[config.mk]
export PLATFORM = sky130hd
export DESIGN_NAME = nri_top
export DESIGN_NICKNAME = d
export VERILOG_FILES = /design/src/hdl/nri_pkg.sv /design/src/hdl/nri_stretch_if.sv /design/src/hdl/nri_top.sv /design/src/hdl/nri_stretch.sv
export SDC_FILE = /design/constraint.sdc
export NUM_CORES = 1
export LEC_CHECK = 0
export BUFFER_PORTS_ARGS = -buffer_cell sky130_fd_sc_hd__clkbuf_2
export CORE_AREA = 2 2 96 98
export CTS_BUF_LIST = sky130_fd_sc_hd__clkbuf_4
export CTS_CLUSTER_DIAMETER = 80
export DETAILED_ROUTE_END_ITERATION = 7
export DIE_AREA = 0 0 98 100
export GPL_TIMING_DRIVEN = 0
export PLACE_DENSITY = 0.75
export SETUP_SLACK_MARGIN = 0.3
export SLEW_MARGIN = 25
export SYNTH_ARGS = -nofsm -noshare
export SYNTH_HDL_FRONTEND = slang
export SYNTH_SLANG_ARGS = --single-unit
[constraint.sdc]
create_clock -name pclk -period 3.1 [get_ports pclk]
set_input_delay 0.465 -clock pclk [delete_from_list [all_inputs] [get_ports pclk]]
set_output_delay 0.465 -clock pclk [all_outputs]
set_load 0.01 [all_outputs]
[src/hdl/nri_pkg.sv]
// constants shared by the reset and link indicator block
package nri_pkg;

    // ----------------------------------------------------------------
    // register byte offsets
    // ----------------------------------------------------------------
    localparam logic [7:0] OFS_CMD  = 8'h00;
    localparam logic [7:0] OFS_IMR  = 8'h04;
    localparam logic [7:0] OFS_DCR  = 8'h08;
    localparam logic [7:0] OFS_TCR  = 8'h0c;
    localparam logic [7:0] OFS_STAT = 8'h10;
    localparam logic [7:0] OFS_ISR  = 8'h14;

    // ----------------------------------------------------------------
    // field positions and widths
    // ----------------------------------------------------------------
    localparam int CMD_STOP_BIT = 0;
    localparam int CMD_GO_BIT   = 1;

    localparam int ISR_W        = 5;
    localparam int EV_POL       = 0;
    localparam int EV_LINK_LOST = 1;
    localparam int EV_COL       = 2;
    localparam int EV_TX        = 3;
    localparam int EV_INIT_DONE = 4;

    localparam int ST_REVERSED  = 0;
    localparam int ST_TX_ACT    = 1;
    localparam int ST_COL_ACT   = 2;
    localparam int ST_LINK_OK   = 3;
    localparam int ST_ROLE_OUT  = 4;
    localparam int ST_AUI_SEL   = 5;
    localparam int ST_RUNNING   = 6;
    localparam int ST_INIT_DONE = 7;

    // ----------------------------------------------------------------
    // values after reset
    // ----------------------------------------------------------------
    localparam logic [7:0]       CMD_RST = 8'h01;
    localparam logic [7:0]       IMR_RST = 8'h00;
    localparam logic [7:0]       DCR_RST = 8'h00;
    localparam logic [7:0]       TCR_RST = 8'h00;
    localparam logic [ISR_W-1:0] ISR_RST = 5'h00;

    // ----------------------------------------------------------------
    // counts and times
    // ----------------------------------------------------------------
    localparam logic [3:0] INIT_CYCLES     = 4'ha;
    localparam logic [3:0] ROLE_SAMPLE_CYC = 4'h2;
    localparam logic [2:0] LP_REV_COUNT    = 3'h7;
    localparam logic [1:0] PKT_REV_COUNT   = 2'h3;

    localparam int CLK_PERIOD_NS  = 100;
    localparam int TICK_PERIOD_NS = 1000000;
    localparam int TICK_CYCLES    = TICK_PERIOD_NS / CLK_PERIOD_NS;
    localparam int STRETCH_MS     = 50;

endpackage : nri_pkg

[src/hdl/nri_stretch_if.sv]
// trigger, time base and result of one pulse stretcher
`timescale 1ns/1ps
`default_nettype none
interface nri_stretch_if;
    logic trig;
    logic tick;
    logic active;
    modport owner     (output trig, output tick, input active);
    modport stretcher (input trig, input tick, output active);
endinterface : nri_stretch_if
`default_nettype wire

[src/hdl/nri_top.sv]
// reset handling, link pin and network status indicators
// --------------------------------------------------------------------
// Notes on behaviour
// - low reset forces reset state immediately, ignoring any activity in progress.
// - no send or receive after reset until software sets the go bit.
// - reset initialises command, interrupt mask, data and transmit configuration.
// - internal reset completes ten clock cycles after reset is released.
// - reversed flag idles low; rises after seven inverted pulses or three packets.
// - transmit activity output stretched to 50 ms on every transmit, any port.
// - collision output stretched to 50 ms on every collision, any port.
// - link pin role sampled as reset is released.
// - floating or lamp-loaded link pin at release selects indicator output role.
// - output role drives link pin low while link is intact.
// - output role releases link pin once link is found broken.
// - attachment port selected leaves link pin undriven, pulled high.
// - link pin held low at release makes it input; link checking disabled.
// --------------------------------------------------------------------
//
// The APB register port and the register offsets were left to the implementer.
`timescale 1ns/1ps
`default_nettype none
module nri_top
    import nri_pkg::*;
#(
    parameter int TICK_CYC = TICK_CYCLES
) (
    input  wire logic        pclk,                  // bus clock, 10 MHz
    input  wire logic        presetn,               // async reset, low
    input  wire logic        psel,                  // apb select
    input  wire logic        penable,               // apb enable
    input  wire logic        pwrite,                // apb direction
    input  wire logic [7:0]  paddr,                 // apb byte address
    input  wire logic [31:0] pwdata,                // apb write data
    output logic      [31:0] prdata,                // apb read data
    output logic             pready,                // apb ready
    output logic             pslverr,               // apb error
    input  wire logic        tx_event,              // transmit started pulse
    input  wire logic        col_event,             // collision seen pulse
    input  wire logic        lp_seen,               // link pulse received
    input  wire logic        lp_inverted,           // that pulse was inverted
    input  wire logic        pkt_seen,              // packet received
    input  wire logic        pkt_inverted,          // that packet was inverted
    input  wire logic        link_broken,           // link test failed
    input  wire logic        port_select_input,     // pin: high attachment port
    input  wire logic        link_pin_in,           // link pin level
    output logic             link_pin_out,          // link pin drive level
    output logic             link_pin_oe,           // link pin drive enable
    output logic             reversed_wire_flag,    // polarity reversed
    output logic             transmit_activity_out, // stretched transmit
    output logic             collision_out,         // stretched collision
    output logic             tx_enable,             // controller may send
    output logic             rx_enable,             // controller may accept
    output logic             link_check_en,         // link integrity checking on
    output logic      [7:0]  dcr_out,               // data configuration
    output logic      [7:0]  tcr_out,               // transmit configuration
    output logic             irq                    // interrupt, high
);
    // ----------------------------------------------------------------
    // pin synchronisers
    // ----------------------------------------------------------------
    logic [1:0] sel_sync_reg;
    logic [1:0] lnk_sync_reg;
    logic [1:0] sel_sync_next;
    logic [1:0] lnk_sync_next;

    always_comb begin
        sel_sync_next = {sel_sync_reg[0], port_select_input};
        lnk_sync_next = {lnk_sync_reg[0], link_pin_in};
    end

    always_ff @(posedge pclk or negedge presetn) begin
        if (!presetn) begin
            sel_sync_reg <= 2'h0;
            lnk_sync_reg <= 2'h3;   // pull-up level
        end else begin
            sel_sync_reg <= sel_sync_next;
            lnk_sync_reg <= lnk_sync_next;
        end
    end

    logic aui_sel;
    logic pin_level;
    assign aui_sel   = sel_sync_reg[1];
    assign pin_level = lnk_sync_reg[1];

    // ----------------------------------------------------------------
    // reset sequence and link pin role
    // ----------------------------------------------------------------
    logic [3:0] init_cnt_reg;
    logic       role_out_reg;
    logic       init_done_reg;
    logic [3:0] init_cnt_next;
    logic       role_out_next;
    logic       init_done_next;

    always_comb begin
        init_cnt_next  = init_cnt_reg;
        role_out_next  = role_out_reg;
        init_done_next = init_done_reg;
        if (!init_done_reg) begin
            init_cnt_next = init_cnt_reg + 4'h1;
            if (init_cnt_reg == ROLE_SAMPLE_CYC) begin
                role_out_next = pin_level;
            end
            if (init_cnt_next == INIT_CYCLES) begin
                init_done_next = 1'b1;
            end
        end
    end

    always_ff @(posedge pclk or negedge presetn) begin
        if (!presetn) begin
            init_cnt_reg  <= 4'h0;
            role_out_reg  <= 1'b1;
            init_done_reg <= 1'b0;
        end else begin
            init_cnt_reg  <= init_cnt_next;
            role_out_reg  <= role_out_next;
            init_done_reg <= init_done_next;
        end
    end

    // ----------------------------------------------------------------
    // polarity detection
    // ----------------------------------------------------------------
    logic [2:0] lp_cnt_reg;
    logic [1:0] pkt_cnt_reg;
    logic       rev_reg;
    logic [2:0] lp_cnt_next;
    logic [1:0] pkt_cnt_next;
    logic       rev_next;

    always_comb begin
        lp_cnt_next  = lp_cnt_reg;
        pkt_cnt_next = pkt_cnt_reg;
        rev_next     = rev_reg;
        if (lp_seen) begin
            if (!lp_inverted) begin
                lp_cnt_next  = 3'h0;
                pkt_cnt_next = 2'h0;
                rev_next     = 1'b0;
            end else if (lp_cnt_reg != LP_REV_COUNT) begin
                lp_cnt_next = lp_cnt_reg + 3'h1;
            end
        end
        if (pkt_seen) begin
            if (!pkt_inverted) begin
                pkt_cnt_next = 2'h0;
                lp_cnt_next  = 3'h0;
                rev_next     = 1'b0;
            end else if (pkt_cnt_reg != PKT_REV_COUNT) begin
                pkt_cnt_next = pkt_cnt_reg + 2'h1;
            end
        end
        if (lp_cnt_next == LP_REV_COUNT || pkt_cnt_next == PKT_REV_COUNT) begin
            rev_next = 1'b1;
        end
    end

    always_ff @(posedge pclk or negedge presetn) begin
        if (!presetn) begin
            lp_cnt_reg  <= 3'h0;
            pkt_cnt_reg <= 2'h0;
            rev_reg     <= 1'b0;
        end else begin
            lp_cnt_reg  <= lp_cnt_next;
            pkt_cnt_reg <= pkt_cnt_next;
            rev_reg     <= rev_next;
        end
    end

    assign reversed_wire_flag = rev_reg;

    // ----------------------------------------------------------------
    // millisecond tick and indicator stretchers
    // ----------------------------------------------------------------
    logic [15:0] div_reg;
    logic [15:0] div_next;
    logic        tick;

    always_comb begin
        tick     = (div_reg == 16'(TICK_CYC - 1));
        div_next = tick ? 16'h0000 : div_reg + 16'h0001;
    end

    always_ff @(posedge pclk or negedge presetn) begin
        if (!presetn) begin
            div_reg <= 16'h0000;
        end else begin
            div_reg <= div_next;
        end
    end

    nri_stretch_if tx_if ();
    nri_stretch_if col_if ();

    assign tx_if.trig  = tx_event;
    assign tx_if.tick  = tick;
    assign col_if.trig = col_event;
    assign col_if.tick = tick;

    nri_stretch #(.TICKS(STRETCH_MS)) u_tx_stretch (
        .pclk    (pclk),
        .presetn (presetn),
        .s       (tx_if.stretcher)
    );

    nri_stretch #(.TICKS(STRETCH_MS)) u_col_stretch (
        .pclk    (pclk),
        .presetn (presetn),
        .s       (col_if.stretcher)
    );

    assign transmit_activity_out = tx_if.active;
    assign collision_out         = col_if.active;

    // ----------------------------------------------------------------
    // link pin
    // ----------------------------------------------------------------
    logic link_ok;
    assign link_check_en = ~role_out_reg ? 1'b0 : 1'b1;
    assign link_ok       = ~link_broken | ~link_check_en;
    assign link_pin_out  = 1'b0;
    assign link_pin_oe   = role_out_reg & ~aui_sel & link_ok
                         & (init_cnt_reg > ROLE_SAMPLE_CYC);        // released until role known

    // ----------------------------------------------------------------
    // registers
    // ----------------------------------------------------------------
    logic [7:0]       cmd_reg;
    logic [7:0]       imr_reg;
    logic [7:0]       dcr_reg;
    logic [7:0]       tcr_reg;
    logic [ISR_W-1:0] isr_reg;
    logic             link_ok_d_reg;
    logic [7:0]       cmd_next;
    logic [7:0]       imr_next;
    logic [7:0]       dcr_next;
    logic [7:0]       tcr_next;
    logic [ISR_W-1:0] isr_next;
    logic [ISR_W-1:0] ev_set;
    logic             wr;
    logic             running;

    assign wr      = psel & penable & pwrite;
    assign running = cmd_reg[CMD_GO_BIT] & ~cmd_reg[CMD_STOP_BIT] & init_done_reg;

    always_comb begin
        cmd_next = cmd_reg;
        imr_next = imr_reg;
        dcr_next = dcr_reg;
        tcr_next = tcr_reg;
        ev_set   = '0;
        ev_set[EV_POL]       = rev_next & ~rev_reg;
        ev_set[EV_LINK_LOST] = link_ok_d_reg & ~link_ok;
        ev_set[EV_COL]       = col_event;
        ev_set[EV_TX]        = tx_event;
        ev_set[EV_INIT_DONE] = init_done_next & ~init_done_reg;
        isr_next = isr_reg;
        if (wr) begin
            case (paddr)
                OFS_CMD: begin
                    if (pwdata[CMD_STOP_BIT]) begin
                        cmd_next[CMD_STOP_BIT] = 1'b1;
                        cmd_next[CMD_GO_BIT]   = 1'b0;
                    end else if (pwdata[CMD_GO_BIT]) begin
                        cmd_next[CMD_GO_BIT]   = 1'b1;
                        cmd_next[CMD_STOP_BIT] = 1'b0;
                    end
                end
                OFS_IMR: imr_next = pwdata[7:0];
                OFS_DCR: dcr_next = pwdata[7:0];
                OFS_TCR: tcr_next = pwdata[7:0];
                OFS_ISR: isr_next = isr_reg & ~pwdata[ISR_W-1:0];
                default: ;
            endcase
        end
        isr_next = isr_next | ev_set;            // set wins over clear
    end

    always_ff @(posedge pclk or negedge presetn) begin
        if (!presetn) begin
            cmd_reg       <= CMD_RST;
            imr_reg       <= IMR_RST;
            dcr_reg       <= DCR_RST;
            tcr_reg       <= TCR_RST;
            isr_reg       <= ISR_RST;
            link_ok_d_reg <= 1'b1;
        end else begin
            cmd_reg       <= cmd_next;
            imr_reg       <= imr_next;
            dcr_reg       <= dcr_next;
            tcr_reg       <= tcr_next;
            isr_reg       <= isr_next;
            link_ok_d_reg <= link_ok;
        end
    end

    assign tx_enable = running;
    assign rx_enable = running;
    assign dcr_out   = dcr_reg;
    assign tcr_out   = tcr_reg;
    assign irq       = |(isr_reg & imr_reg[ISR_W-1:0]);

    // ----------------------------------------------------------------
    // apb read side
    // ----------------------------------------------------------------
    logic [7:0] stat;
    logic       mapped;

    always_comb begin
        stat = 8'h00;
        stat[ST_REVERSED]  = rev_reg;
        stat[ST_TX_ACT]    = tx_if.active;
        stat[ST_COL_ACT]   = col_if.active;
        stat[ST_LINK_OK]   = link_ok;
        stat[ST_ROLE_OUT]  = role_out_reg;
        stat[ST_AUI_SEL]   = aui_sel;
        stat[ST_RUNNING]   = running;
        stat[ST_INIT_DONE] = init_done_reg;
        prdata = 32'h0000_0000;
        mapped = 1'b1;
        case (paddr)
            OFS_CMD:  prdata[7:0]       = cmd_reg;
            OFS_IMR:  prdata[7:0]       = imr_reg;
            OFS_DCR:  prdata[7:0]       = dcr_reg;
            OFS_TCR:  prdata[7:0]       = tcr_reg;
            OFS_STAT: prdata[7:0]       = stat;
            OFS_ISR:  prdata[ISR_W-1:0] = isr_reg;
            default:  mapped            = 1'b0;
        endcase
    end

    assign pready  = 1'b1;
    assign pslverr = psel & penable & ~mapped;
endmodule : nri_top
`default_nettype wire

[src/hdl/nri_stretch.sv]
// retriggerable stretcher counting millisecond ticks
`timescale 1ns/1ps
`default_nettype none
module nri_stretch
    import nri_pkg::*;
#(
    parameter int TICKS = STRETCH_MS
) (
    input  wire logic         pclk,     // bus clock
    input  wire logic         presetn,  // async reset, low
    nri_stretch_if.stretcher  s         // trigger in, active out
);
    logic [7:0] cnt_reg;
    logic [7:0] cnt_next;

    always_comb begin
        cnt_next = cnt_reg;
        if (s.trig) begin
            cnt_next = 8'(TICKS);
        end else if (s.tick && cnt_reg != 8'h00) begin
            cnt_next = cnt_reg - 8'h01;
        end
    end

    always_ff @(posedge pclk or negedge presetn) begin
        if (!presetn) begin
            cnt_reg <= 8'h00;
        end else begin
            cnt_reg <= cnt_next;
        end
    end

    assign s.active = (cnt_reg != 8'h00);
endmodule : nri_stretch
`default_nettype wire

==> results of run 1 <==
cell type report:
| type | instances | area [µm²] |
|---|---|---|
| Clock inverter | 6 | 85.1 |
| Multi-Input combinational cell | 292 | 2050 |
| Fill cell | 781 | 3900 |
| Buffer | 37 | 254 |
| Inverter | 18 | 67.6 |
| Tap cell | 111 | 139 |
| Sequential cell | 80 | 2010 |
| Clock buffer | 10 | 75.1 |
| Timing Repair Buffer | 60 | 314 |
cell usage in the layout, fill, tap and decap left out, types with 3 or more instances in the layout:
| cell type | Yosys | routed |
|---|---|---|
| inv_1 | 18 | 18 |
| a32o_1 | 3 | 3 |
| xnor2_1 | 9 | 9 |
| nor4_1 | 8 | 7 |
| and2_1 | 3 | 3 |
| o31ai_1 | 3 | 3 |
| ha_1 | 9 | 9 |
| mux2i_1 | 12 | 12 |
| nand3_1 | 10 | 10 |
| nand4_1 | 7 | 7 |
| dfstp_2 | 5 | 5 |
| nand4b_1 | 4 | 4 |
| xor2_1 | 8 | 8 |
| o22ai_1 | 6 | 6 |
| mux2_2 | 28 | 28 |
| a21o_1 | 3 | 3 |
| a22oi_1 | 5 | 5 |
| nor2_1 | 21 | 20 |
| nor2b_1 | 5 | 5 |
| conb_1 | 2 | 26 |
| a31oi_1 | 3 | 3 |
| or4_1 | 8 | 7 |
| and3_1 | 4 | 4 |
| and4_1 | 3 | 3 |
| dfrtp_1 | 75 | 75 |
| nand2b_1 | 4 | 4 |
| clkbuf_4 | 0 | 10 |
| o21ai_0 | 11 | 11 |
| clkbuf_2 | 0 | 60 |
| nand2_1 | 30 | 30 |
| or3_1 | 6 | 6 |
| or2_2 | 4 | 4 |
| nor3_1 | 8 | 8 |
| buf_4 | 27 | 29 |
| nand3b_1 | 3 | 3 |
| a21oi_1 | 16 | 16 |
metrics by stage:
stage | util | total power, µW | instance area [µm²]
after floorplan | - | 1220 | 4340
after global placement | 0.536 | 1290 | 4760
after detailed placement | 0.537 | 1300 | 4770
after CTS | 0.557 | 1990 | 4950
after global routing | 0.561 | 2060 | 4990
final | 0.561 | 1970 | 4990
synth_stat cells (all sizes together), types with 4 or more instances:
library cell / number
inv: 18
or4: 9
nand3: 10
o22ai: 6
clkbuf: 4
xor2: 8
nor2b: 5
a22oi: 5
nand4: 7
mux2: 28
dfrtp: 75
nor2: 21
dfstp: 5
buf: 33
ha: 9
o21ai: 11
nand2b: 4
or2: 4
mux2i: 12
or3: 6
nand4b: 4
and3: 4
nor3: 10
nor4: 8
nand2: 30
a21oi: 16
xnor2: 9
critical path: stages:
cell      delay [ns]
clkbuf_2        0.09
nor4_1          0.66
nand4_1         0.48
o22ai_1         0.33
clkbuf_2        0.18
worst max path at each step:
stage,from,endpoint,depth (start not counted)
final,paddr[1],prdata[3],5
after global routing,u_col_stretch.cnt_reg[4],collision_out,4
after CTS,u_tx_stretch.cnt_reg[0],prdata[1],8
after detailed placement,paddr[1],dcr_out[7],5
after global placement,paddr[1],dcr_out[5],5
after floorplan,paddr[3],prdata[2],5
kinds of logic after synthesis:
kind of cell,after synthesis,synth area share
other,2,0.00177
AO/OA/AOI/OAI,63,0.0979
flip-flops,80,0.473
adder cells (fa/ha/maj),9,0.0265
AND/OR/NAND/NOR,135,0.178
multiplexers,42,0.113
XOR/XNOR,17,0.0351
buffers and inverters,55,0.0749
power groups by stage:
stage          clock network [µW]  logic [µW]  registers [µW]
6_report                      692         193            1090
2_1_floorplan                   0         115            1110
4_1_cts                       707         193            1090
3_3_place_gp                    0         186            1110
5_1_grt                       750         214            1090
3_5_place_dp                    0         192            1110
what timing repair did:
item,4_1_cts,5_1_grt
gates resized for setup,4,6
setup endpoints to repair,3,2
gates cloned,0,0
buffers inserted,0,2
pin swaps,0,1
metal layers:
layer  routed length [µm]  vias up  global-route usage
met4                  191        0              0.0748
met5                    0        -                   0
met3                  602       21              0.0460
met2                 4280      117               0.294
met1                 4090     1645               0.255
li1                     -     1597                   -
==> impl_metrics.yaml, run 1 <==
global_routing:
  grt_pass1_vias: 3141
  grt_max_degree: 81
  antenna_found_initial: 0
  grt_pass1_wl_um: 14900
  grt_util_all_layers: 0.188
  grt_overflow_total: 0
floorplan:
  fp.dieH_um: 100
  start_util: 0.478
  die_area_um2: 9800
  core_um2: 8890
  rows: 35
  die-width_um: 98
  io_pins: 113
power_and_ir_drop:
  vdd_drop_max_mv: 0.259
  pwr-share-seq: 0.551
  swShare: 0.247
  clockPowerShare: 0.351
  combPwrFrac: 0.098
  leakage_uw: 0.00233
  p_switching_uw: 488
  p_int_uw: 1490
  powerDensity_nw_per_um2: 395
logic_synthesis:
  synth.area.top_cells: "dfrtp_1 44%, mux2_2 7.4%, buf_4 4.8%, dfstp_2 3.1%, mux2i_1 2.8%"
  synth.distinct_cells: 56
  synth_area_per_cell_um2: 10.5
  yosysSeqAreaShare: 0.473
  synth_ff_type: "dfrtp_1"
  synth-async-reset-ratio: 1.00
  synth-edff-count: 0
  synthesis.area_um2: 4250
  synth_top_area_frac: 0.442
  syn_inst: 403
  synth-seq-cells: 80
  yosysWarnings: 0
  yosysTopAreaCell: "dfrtp_1"
placement:
  dpl.hpwl_um: 6680
  portBuffers: 58
  post-place-ws_ns: 0.0850
  dp_cells: 596
  gp_congestion: 0.913
routing:
  drc: 0
  viasPerCell: 5.50
  routed_wl_um: 9170
  num_vias: 3380
  ant_nets: 0
  drt_pass1_iterations: 6
  drtIter0Drc: 239
  avgRoutedWirePerCell_um: 14.9
timing:
  skew_ns: 0.0228
  tightest_slew_ns: 1.00
  whs_ns: 0.0273
  fin_crit_ns: 2.67
  period_share: 0.862
  finalSetupTns_ns: 0
  setup_viol: 0
  rsz0062_at_grt: "no"
  max_clock_freq_mhz: 374
  maxSlewHeadroom: 0.325
  setup_slack_ns: 0.427
  slew_violations: 0
  hold_violations: 0
clock_network:
  cts.path.max_buffers: 2
  cts_tree: "built"
  ctsHtreeMaxLevel: 3
  cts_hold_buffers: 0
  cts_buffers: 9
  clk-insertion-delay-late_ns: 0.43
  cts.sink_count: 80
  root_buffer: "clkbuf_4"
  path_clk_slew_ns: 0.13
critical_path:
  r2r-start: "div_reg[6]"
  ff2ff_path_depth: 5
  worst_ep_arrival_time_ns: 2.21
  regToRegEndpoint: "u_tx_stretch.cnt_reg[7]"
  worst-r2r-setup-slack_ns: 0.57
  critPathLaunchType: "input port"
  worstPathMaxFanout: 8
  setup.worst_path.end_class: "output pin"
  path_class: "input port to output pin"
  cp.required_ns: 2.63
layout:
  syn_to_final_growth_pct: 17.6
  nets: 561
  final-instance-count-excl-fill: 614
  drive_gt1_frac: 0.310
  diodes: 0
  largest_reg_flops: 16
run:
  maxCapViolCount: 0
min_path:
  min_path_type: "input port to asynchronous set/reset pin"
run_status:
  status: "finished, final reports clean"
Power figures use the tool's default switching activity.
==> inputs of run 2 (changes only) <==
- BUFFER_PORTS_ARGS: -buffer_cell sky130_fd_sc_hd__clkbuf_2 -> unset
- DONT_BUFFER_PORTS: unset -> 1
- PLACE_DENSITY: 0.75 -> unset
==> run 2 against run 1 <==
  * Via count down 8.3%
  * First-iteration DRC count shrank 38%
  * Wire length is 2.8% higher
  * Total power down 3.2%
  * Sequential share of layout area increased by 2.2 points
  * Clock skew is 0.0032 ns lower
  * Setup slack improved by 0.018 ns
  * Critical path depth grew 2
  * Die area unchanged
  * Worst hold slack better by 0.036 ns
  * Largest power group unchanged
==> impl_metrics.yaml, run 2 (synthesis gave the netlist of run 1 again) <==
clock_network:
  clk-insertion-delay-late_ns: 0.43
  root_buffer: "clkbuf_4"
  cts_buffers: 9
  cts.sink_count: 80
  ctsHtreeMaxLevel: 3
  cts_tree: "built"
  path_clk_slew_ns: 0.13
  cts.path.max_buffers: 2
layout:
  drive_gt1_frac: 0.223
  final-instance-count-excl-fill: 560
  stdcell_area_um2: 4730
  largest_reg_flops: 16
  syn_to_final_growth_pct: 11.4
  nets: 507
  final_common_cell: "dfrtp_1"
  diodes: 0
  final_cell_mix: "75 x dfrtp_1, 30 x nand2_1, 30 x buf_4"
  fillCellCount: 785
  utilization: 0.532
floorplan:
  die-width_um: 98
  io_pins: 113
  rows: 35
  start_util: 0.478
  fp.dieH_um: 100
  core_um2: 8890
  die_area_um2: 9800
critical_path:
  path_class: "flop to output pin"
  worstPathMaxFanout: 6
  worst_ep_arrival_time_ns: 2.19
  cp.required_ns: 2.63
  crit_family: "simple AND/OR/NAND/NOR gates"
  setup.worst_path.end_class: "output pin"
  slowest_delay_ns: 0.54
  crit_chain: "inv_1, ha_1, or3b_2, nor2_4, inv_2, nand3b_1, a31oi_1"
  crit_slowest_cell: "or3b_2"
  critPathLaunchType: "flop"
  crit_buf_inv: 2
timing:
  maxSlewHeadroom: 0.384
  skew_ns: 0.0196
  period_share: 0.856
  hold_violations: 0
  slew_violations: 0
  max_clock_freq_mhz: 377
  rsz0062_at_grt: "no"
  setup_viol: 0
  finalSetupTns_ns: 0
  fin_crit_ns: 2.65
  tightest_slew_ns: 0.920
  setup_slack_ns: 0.445
placement:
  dp_cells: 538
  dpl.hpwl_um: 6760
  portBuffers: 0
  gp_congestion: 0.854
  post-place-ws_ns: 0.122
  placed_area_um2: 4470
global_routing:
  grt_overflow_total: 0
  antenna_found_initial: 0
  grt_util_all_layers: 0.194
  grt_pass1_vias: 2958
  grt_pass1_wl_um: 15100
  grt_max_degree: 81
routing:
  avgRoutedWirePerCell_um: 16.8
  viasPerCell: 5.54
  ant_nets: 0
  drt_pass1_iterations: 5
  num_vias: 3100
  drc: 0
  drtIter0Drc: 148
  routed_wl_um: 9430
power_and_ir_drop:
  vdd_drop_max_mv: 0.255
  powerDensity_nw_per_um2: 404
  leakage_uw: 0.00210
min_path:
  min_path_type: "input port to flop"
run:
  maxCapViolCount: 0
run_status:
  status: "finished, final reports clean"
[run 2: what timing repair did]
action | in CTS | in global routing
hold buffers | 2 | 1
hold endpoints to repair | 80 | 1
setup buffers | 0 | 3
pin swaps | 0 | 1
gates resized for setup | 3 | 4
setup endpoints to repair | 3 | 2
[run 2: power breakdown]
group          internal (µW)  switching, µW  total [µW]
logic                   69.9           93.2         163
registers               1070           25.1        1090
clock network            258            397         654
total                   1400            515        1910
[run 2: metal layers]
metal / GRT usage / vias to the layer above / part of all wire
met4: 0.0812 / 0 / 0.020
met1: 0.280 / 1496 / 0.46
met3: 0.0404 / 13 / 0.066
met5: 0 / - / 0
met2: 0.288 / 95 / 0.46
li1: - / 1496 / -
[run 2: final timing paths]
kind                                         start                       to  slack [ns]  cells after the start
max                        u_tx_stretch.cnt_reg[0]                prdata[1]        0.45                      7
min                              port_select_input          sel_sync_reg[0]        0.06                      0
max in group asynchronous                  presetn             role_out_reg        2.14                      2
max reg2reg                             div_reg[6]  u_tx_stretch.cnt_reg[7]        0.57                      5
min reg2reg                        sel_sync_reg[0]          sel_sync_reg[1]        0.36                      0
min in group asynchronous                  presetn            lp_cnt_reg[0]        0.61                      2
[run 2: cell type report]
class | count | area [µm²] | share of cell area
plain buffers | 37 | 251 | 0.0532
clock buffers | 9 | 67.6 | 0.0143
clock inverters | 7 | 77.6 | 0.0164
inverters | 18 | 67.6 | 0.0143
multi-input cells | 292 | 2050 | 0.433
flip-flops and latches | 80 | 2010 | 0.425
well taps | 111 | 139 | 0.0294
repair buffers | 6 | 70.1 | 0.0148
[run 2: stage by stage]
stage | hold WS [ns] | power, µW
3_5_place_dp | 0.173 | 1250
6_report | 0.0633 | 1910
2_1_floorplan | 0.169 | 1220
5_1_grt | 0.0253 | 2000
3_3_place_gp | 0.173 | 1240
4_1_cts | 0.00229 | 1930
==> inputs of run 3 (changes only) <==
- REMOVE_ABC_BUFFERS: unset -> 1
==> run 3 against run 2 <==
  * Non-clock buffer count down 36
  * Highest routed layer unchanged
  * Critical path type unchanged
  * Largest cell class unchanged
  * Cell count is 6.4% lower
  * Sequential power hardly changed
  * Flip-flop and latch count stayed put
  * Total power fell by 0.41%
  * Critical endpoint is now prdata[6]
==> impl_metrics.yaml, run 3 (synthesis gave the netlist of run 1 again) <==
run_status:
  status: "finished, final reports clean"
floorplan:
  rows: 35
  die-width_um: 98
  die_area_um2: 9800
  core_um2: 8890
  fp.dieH_um: 100
  start_util: 0.478
  io_pins: 113
min_path:
  min_path_type: "input port to flop"
  hold_depth: 0
routing:
  drt_pass1_iterations: 4
  drtIter0Drc: 159
  drc: 0
  routed_wl_um: 8650
  ant_nets: 0
  viasPerCell: 5.69
  avgRoutedWirePerCell_um: 16.5
  num_vias: 2979
global_routing:
  grt_pass1_wl_um: 14000
  grt_pass1_vias: 2768
  grt_overflow_total: 0
  antenna_found_initial: 0
  grt_max_degree: 81
  grt_util_all_layers: 0.180
timing:
  maxSlewHeadroom: 0.451
  setup_slack_ns: 0.441
  period_share: 0.858
  setup_viol: 0
  tightest_slew_ns: 0.819
  hold_violations: 0
  skew_ns: 0.0132
  slew_violations: 0
  fin_crit_ns: 2.66
  max_clock_freq_mhz: 376
  rsz0062_at_grt: "no"
  whs_ns: 0.0372
critical_path:
  worst-r2r-setup-slack_ns: 0.56
  setup.worst_path.end_class: "output pin"
  slowest_delay_ns: 0.65
  path_class: "flop to output pin"
  crit_chain: "inv_1, nor3_1, a22oi_1, o22ai_1"
  worstSetupPathDepth: 4
  crit_buf_inv: 1
  critPathLaunchType: "flop"
  cp.required_ns: 2.63
  ff2ff_path_depth: 6
  crit_family: "simple AND/OR/NAND/NOR gates"
  worst_ep_arrival_time_ns: 2.19
  worstPathMaxFanout: 5
  crit_slowest_cell: "nor3_1"
placement:
  dp_cells: 503
  portBuffers: 0
  dpl.hpwl_um: 6190
  gp_congestion: 0.833
  post-place-ws_ns: 0.188
  placed_area_um2: 4240
layout:
  nets: 471
  largest_reg_flops: 16
  final_common_cell: "dfrtp_1"
  diodes: 0
  multi_input_comb_area_um2: 2030
  seq_area_um2: 2010
  fillCellCount: 813
  final-instance-count-excl-fill: 524
  stdcell_area_um2: 4470
  drive_gt1_frac: 0.165
  syn_to_final_growth_pct: 5.36
  final_cell_mix: "75 x dfrtp_1, 30 x nand2_1, 28 x mux2_2"
run:
  maxCapViolCount: 0
clock_network:
  clk-insertion-delay-late_ns: 0.42
  ctsHtreeMaxLevel: 3
  cts_buffers: 9
  cts.path.max_buffers: 2
  path_clk_slew_ns: 0.13
  root_buffer: "clkbuf_4"
  cts_tree: "built"
  cts.sink_count: 80
power_and_ir_drop:
  vdd_drop_max_mv: 0.215
  leakage_uw: 0.00193
  powerDensity_nw_per_um2: 425
==> run 3: per-layer routing <==
layer,up-vias,routed length (µm),track usage
met5,-,0,0
met4,0,89,0.0641
met1,1476,3940,0.244
met3,8,419,0.0355
li1,1426,-,-
met2,69,4200,0.290
==> run 3: worst paths after layout <==
kind | start | to
setup / recovery | init_done_reg | prdata[6]
hold / removal | link_pin_in | lnk_sync_reg[0]
setup reg to reg | div_reg[6] | u_tx_stretch.cnt_reg[1]
hold reg to reg | lnk_sync_reg[0] | lnk_sync_reg[1]
max in group asynchronous | presetn | link_ok_d_reg
min in group asynchronous | presetn | init_cnt_reg[1]
==> run 3: per-stage QoR <==
stage          power [µW]  TNS [ns]  utilization
2_1_floorplan        1190         0            -
3_3_place_gp         1200     -3.28        0.475
3_5_place_dp         1210         0        0.477
4_1_cts              1930         0        0.500
5_1_grt              1990         0        0.503
6_report             1900         0        0.503
==> run 3: layout make-up <==
class	instances	area share
Multi-Input combinational cell	292	0.454
Sequential cell	80	0.449
Tap cell	111	0.0310
Clock inverter	6	0.0187
Clock buffer	10	0.0168
Timing Repair Buffer	7	0.0157
Inverter	18	0.0151
==> run 3: timing repair <==
| item | in CTS | in global routing |
|---|---|---|
| buffers inserted | 0 | 3 |
| gates cloned | 0 | 0 |
| hold buffers | 2 | 0 |
| pin swaps | 1 | 1 |
| gates resized for setup | 2 | 1 |
| hold endpoints to repair | 80 | 0 |
| setup endpoints to repair | 2 | 1 |
==> run 3: report_power, final <==
part | switching, µW | total (µW) | leakage, µW | internal (µW)
Combinational | 73.0 | 119 | 0.000850 | 46.1
Clock | 358 | 691 | 0.0000817 | 333
Sequential | 25.1 | 1090 | 0.000998 | 1070
Total | 456 | 1900 | 0.00193 | 1450
